--- src/verilog/chip_cfg_pkg.sv ---
package chip_cfg_pkg;

   // register byte addresses (indices 0x1A/0x1B are not word aligned)
   localparam logic [7:0]  IDX_PART_ID_HIGH = 8'h1A;
   localparam logic [7:0]  IDX_PART_ID_LOW  = 8'h1B;
   localparam logic [11:0] ADDR_PART_ID_HIGH = {2'h0, IDX_PART_ID_HIGH, 2'h0};
   localparam logic [11:0] ADDR_PART_ID_LOW  = {2'h0, IDX_PART_ID_LOW, 2'h0};
   // own choices for the remaining controls
   localparam logic [11:0] ADDR_MODE        = 12'h080;
   localparam logic [11:0] ADDR_PAGE        = 12'h084;
   localparam logic [11:0] ADDR_NVM_VERSION = 12'h088;
   localparam logic [11:0] ADDR_DEBUG_CTRL  = 12'h08C;

   // identifier fields
   localparam int ID_MAJ_FAM_LSB = 12;
   localparam int ID_MIN_FAM_LSB = 6;
   localparam int ID_MAJ_REV_LSB = 4;
   localparam int ID_MIN_REV_LSB = 0;

   // value is arbitrary
   localparam logic [3:0] ID_MAJ_FAM = 4'h5;
   localparam logic [5:0] ID_MIN_FAM = 6'h0A;
   localparam logic [1:0] ID_MAJ_REV = 2'h1;
   localparam logic [3:0] ID_MIN_REV = 4'h2;
   // value is arbitrary
   localparam logic [15:0] NVM_VERSION = 16'h1234;

   // strap capture waits out both sync stages
   localparam logic [1:0]  SETTLE_LAST = 2'h2;

   // paged window 0x8000-0xBFFF in a 256k space
   localparam logic [15:0] WIN_LO    = 16'h8000;
   localparam logic [15:0] WIN_HI    = 16'hBFFF;
   localparam int          WIN_BITS  = 14;
   localparam logic [7:0]  PAGE_RST  = 8'h0F;
   localparam logic [3:0]  PAGE_MASK = 4'hF;

   localparam logic [31:0] RD_ZERO = 32'h0000_0000;

   typedef enum logic {MODE_SPECIAL, MODE_NORMAL} chip_mode_e;

   typedef struct packed {
      logic [11:0] addr;
      logic        write;
      logic [31:0] wdata;
      logic        sel;
      logic        enable;
   } apb_req_s;

   typedef struct packed {
      logic [17:0] addr;
      logic        hit;
   } win_s;

endpackage

--- src/verilog/chip_mode_and_part_id.sv ---
// Overview of operation
// - id high/low bytes, read-only registers
// - id fields: family, minor family, revisions
// - fixed id, differs per silicon revision
// - separate 16-bit nvm controller version word
// - strap captured on the third clock after reset release
// - strap 1 normal, 0 special mode
// - mode readable, limited switching at run
// - normal mode boots from on-chip vector
// - special mode: debug unit on, monitor
// - debug enable from mode and security
// - paged program-flash window 0x8000-0xBFFF
// - freeze option while debug unit active
`timescale 1ns/1ps
module chip_mode_and_part_id
   import chip_cfg_pkg::*;
(
   input  wire logic        I_MCLK,
   input  wire logic        I_RST_N,
   input  wire logic        I_PSEL,
   input  wire logic        I_PENABLE,
   input  wire logic        I_PWRITE,
   input  wire logic [11:0] I_PADDR,
   input  wire logic [31:0] I_PWDATA,
   output logic      [31:0] O_PRDATA,
   output logic             O_PREADY,
   output logic             O_PSLVERR,
   input  wire logic        I_MODE_STRAP,
   input  wire logic        I_SECURED,
   input  wire logic [15:0] I_LOCAL_ADDR,
   output logic      [17:0] O_GLOBAL_ADDR,
   output logic             O_WINDOW_HIT,
   output logic             O_BOOT_MONITOR,
   output logic             O_DEBUG_UNIT_ACTIVE,
   output logic             O_DEBUG_ENABLE,
   output logic             O_FREEZE
);
   apb_req_s    req;
   win_s        win;
   logic        strap_meta;
   logic        strap_sync;
   logic        captured;
   chip_mode_e  mode;
   logic [7:0]  page;
   logic        freeze_en;
   logic        wr_en;
   logic        rd_en;
   logic        mapped;
   logic [31:0] next_rdata;
   logic [15:0] part_id;

   assign req = '{addr: I_PADDR, write: I_PWRITE, wdata: I_PWDATA,
                  sel: I_PSEL, enable: I_PENABLE};

   assign part_id = {ID_MAJ_FAM, ID_MIN_FAM, ID_MAJ_REV, ID_MIN_REV};

   // strap comes from a pin, so two flops first
   always_ff @(posedge I_MCLK or negedge I_RST_N) begin
      if (!I_RST_N) begin
         strap_meta <= 1'b0;
         strap_sync <= 1'b0;
      end else begin
         strap_meta <= I_MODE_STRAP;
         strap_sync <= strap_meta;
      end
   end

   // software may only leave special mode
   // async reset cannot load a pin, so capture waits for the sync stages
   logic [1:0] settle;
   always_ff @(posedge I_MCLK or negedge I_RST_N) begin
      if (!I_RST_N) begin
         settle   <= 2'h0;
         captured <= 1'b0;
         mode     <= MODE_SPECIAL;
      end else begin
         if (!captured) begin
            if (settle == SETTLE_LAST) begin
               captured <= 1'b1;
               mode     <= strap_sync ? MODE_NORMAL : MODE_SPECIAL;
            end else begin
               settle <= settle + 2'h1;
            end
         end else if (wr_en && req.addr == ADDR_MODE &&
                      mode == MODE_SPECIAL && req.wdata[0]) begin
            mode <= MODE_NORMAL;
         end
      end
   end

   assign wr_en  = req.sel && req.enable && req.write;
   assign rd_en  = req.sel && req.enable && !req.write;

   always_ff @(posedge I_MCLK or negedge I_RST_N) begin
      if (!I_RST_N) begin
         page <= PAGE_RST;
      end else if (wr_en && req.addr == ADDR_PAGE) begin
         page <= {4'h0, req.wdata[3:0] & PAGE_MASK};
      end
   end

   always_ff @(posedge I_MCLK or negedge I_RST_N) begin
      if (!I_RST_N) begin
         freeze_en <= 1'b0;
      end else if (wr_en && req.addr == ADDR_DEBUG_CTRL) begin
         freeze_en <= req.wdata[0];
      end
   end

   always_comb begin
      next_rdata = RD_ZERO;
      mapped     = 1'b1;
      if (req.addr == ADDR_PART_ID_HIGH) begin
         next_rdata = {24'h0, part_id[15:8]};
      end else if (req.addr == ADDR_PART_ID_LOW) begin
         next_rdata = {24'h0, part_id[7:0]};
      end else if (req.addr == ADDR_MODE) begin
         next_rdata = {30'h0, captured, mode == MODE_NORMAL};
      end else if (req.addr == ADDR_PAGE) begin
         next_rdata = {24'h0, page};
      end else if (req.addr == ADDR_NVM_VERSION) begin
         next_rdata = {16'h0, NVM_VERSION};
      end else if (req.addr == ADDR_DEBUG_CTRL) begin
         next_rdata = {31'h0, freeze_en};
      end else begin
         mapped = 1'b0;
      end
   end

   always_ff @(posedge I_MCLK or negedge I_RST_N) begin
      if (!I_RST_N) begin
         O_PRDATA <= RD_ZERO;
      end else if (req.sel && !req.enable && !req.write) begin
         O_PRDATA <= next_rdata;
      end
   end

   // zero wait states; unmapped access answers with an error
   assign O_PREADY  = 1'b1;
   assign O_PSLVERR = req.sel && req.enable && !mapped;

   page_window i_page_window (
      .i_clk        (I_MCLK),
      .i_rst_n      (I_RST_N),
      .i_local_addr (I_LOCAL_ADDR),
      .i_page       (page),
      .o_win        (win)
   );
   assign O_GLOBAL_ADDR = win.addr;
   assign O_WINDOW_HIT  = win.hit;

   always_ff @(posedge I_MCLK or negedge I_RST_N) begin
      if (!I_RST_N) begin
         O_BOOT_MONITOR <= 1'b0;
      end else begin
         O_BOOT_MONITOR <= captured && mode == MODE_SPECIAL;
      end
   end

   always_ff @(posedge I_MCLK or negedge I_RST_N) begin
      if (!I_RST_N) begin
         O_DEBUG_UNIT_ACTIVE <= 1'b0;
      end else begin
         O_DEBUG_UNIT_ACTIVE <= captured && mode == MODE_SPECIAL;
      end
   end

   // debug gated by security in normal mode only; special mode enables it regardless
   // held off until strap known: no early debug window
   always_ff @(posedge I_MCLK or negedge I_RST_N) begin
      if (!I_RST_N) begin
         O_DEBUG_ENABLE <= 1'b0;
      end else begin
         O_DEBUG_ENABLE <= captured && (mode == MODE_SPECIAL || !I_SECURED);
      end
   end

   always_ff @(posedge I_MCLK or negedge I_RST_N) begin
      if (!I_RST_N) begin
         O_FREEZE <= 1'b0;
      end else begin
         O_FREEZE <= freeze_en && captured && mode == MODE_SPECIAL;
      end
   end

   a_id_high_fixed: assert property (
      @(posedge I_MCLK) disable iff (!I_RST_N)
      (req.sel && !req.enable && !req.write &&
       req.addr == ADDR_PART_ID_HIGH) |=>
      O_PRDATA == {24'h0, part_id[15:8]})
      else $error("id high byte wrong");

   a_id_fields: assert property (
      @(posedge I_MCLK) disable iff (!I_RST_N)
      part_id[ID_MAJ_FAM_LSB +: 4] == ID_MAJ_FAM &&
      part_id[ID_MIN_FAM_LSB +: 6] == ID_MIN_FAM &&
      part_id[ID_MAJ_REV_LSB +: 2] == ID_MAJ_REV &&
      part_id[ID_MIN_REV_LSB +: 4] == ID_MIN_REV)
      else $error("id field layout wrong");

   a_id_low_fixed: assert property (
      @(posedge I_MCLK) disable iff (!I_RST_N)
      (req.sel && !req.enable && !req.write &&
       req.addr == ADDR_PART_ID_LOW) |=>
      O_PRDATA == {24'h0, part_id[7:0]})
      else $error("id low byte wrong");

   a_id_write_quiet: assert property (
      @(posedge I_MCLK) disable iff (!I_RST_N)
      (wr_en && (req.addr == ADDR_PART_ID_HIGH ||
                 req.addr == ADDR_PART_ID_LOW)) |-> !O_PSLVERR)
      else $error("id write flagged");

   a_read_stable: assert property (
      @(posedge I_MCLK) disable iff (!I_RST_N)
      rd_en |=> $stable(O_PRDATA))
      else $error("read data moved");

   a_nvm_version: assert property (
      @(posedge I_MCLK) disable iff (!I_RST_N)
      (req.sel && !req.enable && !req.write &&
       req.addr == ADDR_NVM_VERSION) |=>
      O_PRDATA == {16'h0, NVM_VERSION})
      else $error("version word wrong");

   a_mode_capture: assert property (
      @(posedge I_MCLK) disable iff (!I_RST_N)
      (!captured && settle == SETTLE_LAST) |=>
      (captured && (mode == MODE_NORMAL) == $past(strap_sync)))
      else $error("strap not captured");

   a_capture_held: assert property (
      @(posedge I_MCLK) disable iff (!I_RST_N)
      captured |=> captured)
      else $error("capture lost");

   a_quiet_before: assert property (
      @(posedge I_MCLK) disable iff (!I_RST_N)
      !captured |-> !O_BOOT_MONITOR && !O_DEBUG_ENABLE)
      else $error("mode output before capture");

   a_mode_read: assert property (
      @(posedge I_MCLK) disable iff (!I_RST_N)
      (req.sel && !req.enable && !req.write && req.addr == ADDR_MODE) |=>
      O_PRDATA[0] == ($past(mode) == MODE_NORMAL))
      else $error("mode read wrong");

   a_mode_sticky: assert property (
      @(posedge I_MCLK) disable iff (!I_RST_N)
      ($past(captured) && $past(mode) == MODE_NORMAL) |->
      mode == MODE_NORMAL)
      else $error("mode left normal");

   a_special_exit: assert property (
      @(posedge I_MCLK) disable iff (!I_RST_N)
      (captured && mode == MODE_SPECIAL && wr_en &&
       req.addr == ADDR_MODE && req.wdata[0]) |=> mode == MODE_NORMAL)
      else $error("special exit refused");

   a_normal_boot: assert property (
      @(posedge I_MCLK) disable iff (!I_RST_N)
      (captured && mode == MODE_NORMAL) |=> !O_BOOT_MONITOR)
      else $error("monitor in normal mode");

   a_monitor_special: assert property (
      @(posedge I_MCLK) disable iff (!I_RST_N)
      (captured && mode == MODE_SPECIAL) |=> O_BOOT_MONITOR)
      else $error("monitor not started");

   a_debug_unit_on: assert property (
      @(posedge I_MCLK) disable iff (!I_RST_N)
      (captured && mode == MODE_SPECIAL) |=> O_DEBUG_UNIT_ACTIVE)
      else $error("debug unit idle in special");

   a_debug_secure: assert property (
      @(posedge I_MCLK) disable iff (!I_RST_N)
      (captured && mode == MODE_NORMAL && I_SECURED) |=> !O_DEBUG_ENABLE)
      else $error("debug open while secured");

   a_debug_open: assert property (
      @(posedge I_MCLK) disable iff (!I_RST_N)
      (captured && (mode == MODE_SPECIAL || !I_SECURED)) |=> O_DEBUG_ENABLE)
      else $error("debug closed when allowed");

   a_page_write: assert property (
      @(posedge I_MCLK) disable iff (!I_RST_N)
      (wr_en && req.addr == ADDR_PAGE) |=>
      page == {4'h0, $past(req.wdata[3:0])})
      else $error("page select not written");

   a_window_map: assert property (
      @(posedge I_MCLK) disable iff (!I_RST_N)
      (I_LOCAL_ADDR == WIN_LO) |=> (O_WINDOW_HIT &&
      O_GLOBAL_ADDR[17:14] == $past(page[3:0])))
      else $error("window map wrong");

   a_window_miss: assert property (
      @(posedge I_MCLK) disable iff (!I_RST_N)
      (I_LOCAL_ADDR < WIN_LO || I_LOCAL_ADDR > WIN_HI) |=> !O_WINDOW_HIT)
      else $error("hit outside window");

   a_window_offset: assert property (
      @(posedge I_MCLK) disable iff (!I_RST_N)
      $past(I_RST_N) |->
      O_GLOBAL_ADDR[WIN_BITS-1:0] == $past(I_LOCAL_ADDR[WIN_BITS-1:0]))
      else $error("window offset wrong");

   a_freeze_gate: assert property (
      @(posedge I_MCLK) disable iff (!I_RST_N)
      O_FREEZE |-> $past(freeze_en))
      else $error("freeze without option");

   a_freeze_special: assert property (
      @(posedge I_MCLK) disable iff (!I_RST_N)
      (freeze_en && captured && mode == MODE_SPECIAL) |=> O_FREEZE)
      else $error("freeze option ignored");
endmodule // chip_mode_and_part_id

--- src/verilog/page_window.sv ---
`timescale 1ns/1ps
module page_window
   import chip_cfg_pkg::*;
(
   input  wire logic        i_clk,
   input  wire logic        i_rst_n,
   input  wire logic [15:0] i_local_addr,
   input  wire logic [7:0]  i_page,
   output win_s             o_win
);
   win_s next_win;

   always_comb begin
      next_win.hit  = (i_local_addr >= WIN_LO) && (i_local_addr <= WIN_HI);
      next_win.addr = {i_page[3:0], i_local_addr[WIN_BITS-1:0]};
   end

   // registered so the global address is a flop output
   always_ff @(posedge i_clk or negedge i_rst_n) begin
      if (!i_rst_n) begin
         o_win <= '0;
      end else begin
         o_win <= next_win;
      end
   end
endmodule // page_window
--- config.mk ---
export PLATFORM = sky130hd
export DESIGN_NAME = chip_mode_and_part_id
export DESIGN_NICKNAME = d
export VERILOG_FILES = /design/src/verilog/chip_cfg_pkg.sv /design/src/verilog/chip_mode_and_part_id.sv /design/src/verilog/page_window.sv
export SDC_FILE = /design/constraint.sdc
export NUM_CORES = 1
export LEC_CHECK = 0
export ABC_AREA = 1
export BUFFER_PORTS_ARGS = -buffer_cell sky130_fd_sc_hd__buf_2
export CAP_MARGIN = 40
export CORE_MARGIN = 8
export CORE_UTILIZATION = 41
export DETAILED_ROUTE_END_ITERATION = 7
export GPL_TIMING_DRIVEN = 1
export PLACE_DENSITY_LB_ADDON = 0.1
export SYNTH_ARGS = -nofsm -noshare
export SYNTH_HDL_FRONTEND = slang
export SYNTH_HIERARCHICAL = 1
export SYNTH_SLANG_ARGS = --single-unit
--- constraint.sdc ---
create_clock -name I_MCLK -period 1.1 [get_ports I_MCLK]
set_input_delay 0.11 -clock I_MCLK [delete_from_list [all_inputs] [get_ports I_MCLK]]
set_output_delay 0.11 -clock I_MCLK [all_outputs]
set_load 0.005 [all_outputs]
==> results.sh <==
export IMPL_avgSynthCellArea_um2=9.80
export IMPL_period_share_pct=93.9
export IMPL_synth_edf_count=0
export IMPL_p_clk_share_pct=31.8
export IMPL_period_minus_slack_ns=1.03
export IMPL_synthesis_area_mm2=0.00182
export IMPL_vias_per_cell=4.20
export IMPL_wl_per_cell_um=12.1
export IMPL_fmaxAchievable_mhz=968
export IMPL_die_h_um=82.7
export IMPL_p_sw_uw=685
export IMPL_worstReg2RegEnd="settle[1]"
export IMPL_worstPathMaxFanout=5
export IMPL_r2r_setup_slack_ns=0.08
export IMPL_seq_area_frac_synth_pct=56.6
export IMPL_path_cells="buf_2 > nor2_2 > nand2_2 > nor2_8 > nand2_4 > nand4_1 > nor2_1 > buf_2"
export IMPL_crit_start="I_PADDR[10]"
export IMPL_power_density_mw_per_mm2=1110
export IMPL_slowest_stage="nor2_8"
export IMPL_gp_congestion=0.752
export IMPL_cts_buffer_depth=2
export IMPL_die_area_mm2=0.00684
export IMPL_drive_gt1_share_pct=45.0
export IMPL_drt_total_wl_mm=4.22
export IMPL_worstSetupStartpointType="input pin"
export IMPL_internal_power_mw=2.20
export IMPL_fin_worst_skew_ns=0.00236
export IMPL_ctsRootBufferMaster="clkbuf_8"
export IMPL_io_pins=124
export IMPL_ir_drop_uv=951
export IMPL_slew_violations=0
export IMPL_die_width_um=82.7
export IMPL_path_common_cell="buf_2"
export IMPL_ys_warnings_count=6
export IMPL_critical_path_max_stage_delay_ns=0.17
export IMPL_grt_pass1_wl_mm=6.33
export IMPL_setup_viol=0
export IMPL_total_power_mw=2.88
export IMPL_maxCapViolCount=0
export IMPL_combPwrFrac_pct=13.1
export IMPL_grt_usage_pct=12.0
export IMPL_start_util_pct=42.2
export IMPL_r2r_cells=6
export IMPL_ys_async_sr_fraction_pct=100
export IMPL_critical_path_class="in -> out"
export IMPL_num_vias=1471
export IMPL_rsz0062_at_grt="true"
export IMPL_synth_cell_types=27
export IMPL_r2r_start="settle[0]"
export IMPL_worstPathArrival_ns=0.92
export IMPL_seqPwrFrac_pct=55.1
export IMPL_area_growth_pct=41.9
export IMPL_antenna_cells=0
export IMPL_required_ns=0.99
export IMPL_grt_max_degree=42
export IMPL_nets=365
export IMPL_syn_inst=186
export IMPL_clkLatencyLatePin_ns=0.28
export IMPL_drt_iter0_drc=27
export IMPL_numCtsBuffers=5
export IMPL_switching_share_pct=23.8
export IMPL_final_util_pct=59.8
export IMPL_antenna_found_initial=0
export IMPL_whs_endpoint="page[3]"
export IMPL_whs_ns=0.0227
export IMPL_cts_tree="yes"
export IMPL_core_area_mm2=0.00432
export IMPL_grt_pass1_vias=1450
export IMPL_io_buffers=72
export IMPL_finalHoldViolCount=0
export IMPL_leakage_nw=1.44
export IMPL_min_from="I_PWDATA[3]"
export IMPL_drt_pass1_iter_count=4
export IMPL_clk_pin_slew_ns=0.07
export IMPL_fp_row_count=24
export IMPL_min_delay_path_depth=3
export IMPL_crit_path_end_kind="output port"
export IMPL_cts_sinks=41
export IMPL_ant_nets=0
export IMPL_hpwl_mm=3.12
export IMPL_ys_ff_latch=41
export IMPL_ys_flop_type="dfrtp_1"
export IMPL_status="completed"
export IMPL_htree_num_levels=2
export IMPL_hold_path_class="in -> reg"
export IMPL_drc=0
export IMPL_overflow=0
## synth_stat cells (3+ instances only)
cell type  instances  area [um^2]
nand3_2            3         30.0
o21ai_1            5         25.0
nor2_2             7         43.8
dfrtp_1           37          926
inv_1             16         60.1
nand2_1           33          124
nor2_1            18         67.6
buf_4             26          195
inv_2              4         15.0
dfstp_2            4          105
nand3_1           11         55.1
## how the worst max path moves through the flow
stage	to
6_report	O_PSLVERR
5_1_grt	O_PSLVERR
4_1_cts	settle[1]
3_5_place_dp	O_PSLVERR
3_3_place_gp	O_PSLVERR
2_1_floorplan	settle[1]
## power groups by stage
stage | logic [mW] | clock network (mW) | registers, mW
6_report | 0.379 | 0.916 | 1.59
3_3_place_gp | 0.312 | 0 | 1.61
4_1_cts | 0.365 | 0.950 | 1.59
3_5_place_dp | 0.315 | 0 | 1.62
5_1_grt | 0.426 | 1.00 | 1.59
2_1_floorplan | 0.163 | 0 | 1.63
## sequential cells by signal (all words and copies together), names as in the netlist, 2 cells and up
name                 count
i_page_window/o_win     19
O_PRDATA                 8
page                     4
settle                   2
## layout make-up
type	count	area [um^2]
inverter	21	81.3
timing repair buffer	109	696
tap	52	65.1
fill	389	1740
multi-input combinational	119	631
clock buffer	6	72.6
sequential	41	1030
clock inverter	2	10.0
## kinds of logic (layout without fill, tap and decap cells)
kind of cell	after synthesis	after routing	share of synthesized area, %
simple gates	80	80	22.0
other cells	2	23	0.412
compound gates	14	14	4.80
xor+xnor	1	1	0.481
buf+inv	47	138	15.1
flops	41	41	56.6
fa+ha+maj	1	1	0.686
## per-stage QoR
stage	setup TNS [ns]	area (um^2)	setup WS, ns	cells
floorplan	0	1900	0.0942	207
global placement	-0.0229	2220	-0.0229	315
detailed placement	-0.0163	2220	-0.0163	315
CTS	0	2500	0.00269	343
global route	-0.0246	2590	-0.0159	350
finish	0	2590	0.0668	350
## placed cells by master, fill, tap and decap left out
cell type / count
buf_2: 72
dfrtp_1: 36
nand2_1: 32
conb_1: 23
dlygate4sd3_1: 18
buf_4: 18
inv_1: 16
nor2_1: 13
nor2_2: 10
nand3_1: 10
o21ai_1: 6
clkbuf_8: 5
nand3_2: 4
inv_2: 4
dfstp_2: 4
nand2_2: 2
nor2_4: 2
nand2_4: 2
nand4_1: 2
a21oi_1: 2
o21ai_2: 2
clkinv_2: 2
nor2_8: 1
inv_4: 1
a31o_1: 1
a21oi_2: 1
or2_2: 1
nand3_4: 1
xor2_1: 1
o21ai_0: 1
o21a_1: 1
ha_1: 1
dfrtp_2: 1
clkbuf_1: 1
buf_12: 1
## metal layers
layer	track usage [%]	up-vias	routed length, um	share of wire [%]
li1	-	749	-	-
met1	13.0	671	1580	37
met2	21.3	47	2230	53
met3	4.55	4	394	9.3
met4	3.62	0	22	0.52
met5	0	-	0	0
## worst max-delay path: cells and delay by family
family | cells | cell delay [ns]
AND/OR/NAND/NOR | 6 | 0.58
buffers and inverters | 2 | 0.23
## what timing repair did
action                                 CTS  global route
gates cloned                             0             0
resized for setup                        0            13
hold buffers                            18             0
endpoints found under the hold margin   54             0
setup endpoints to repair                1             3
pin swaps                                1             9
setup buffers                            2             7
(Power assumes the default switching activity.)
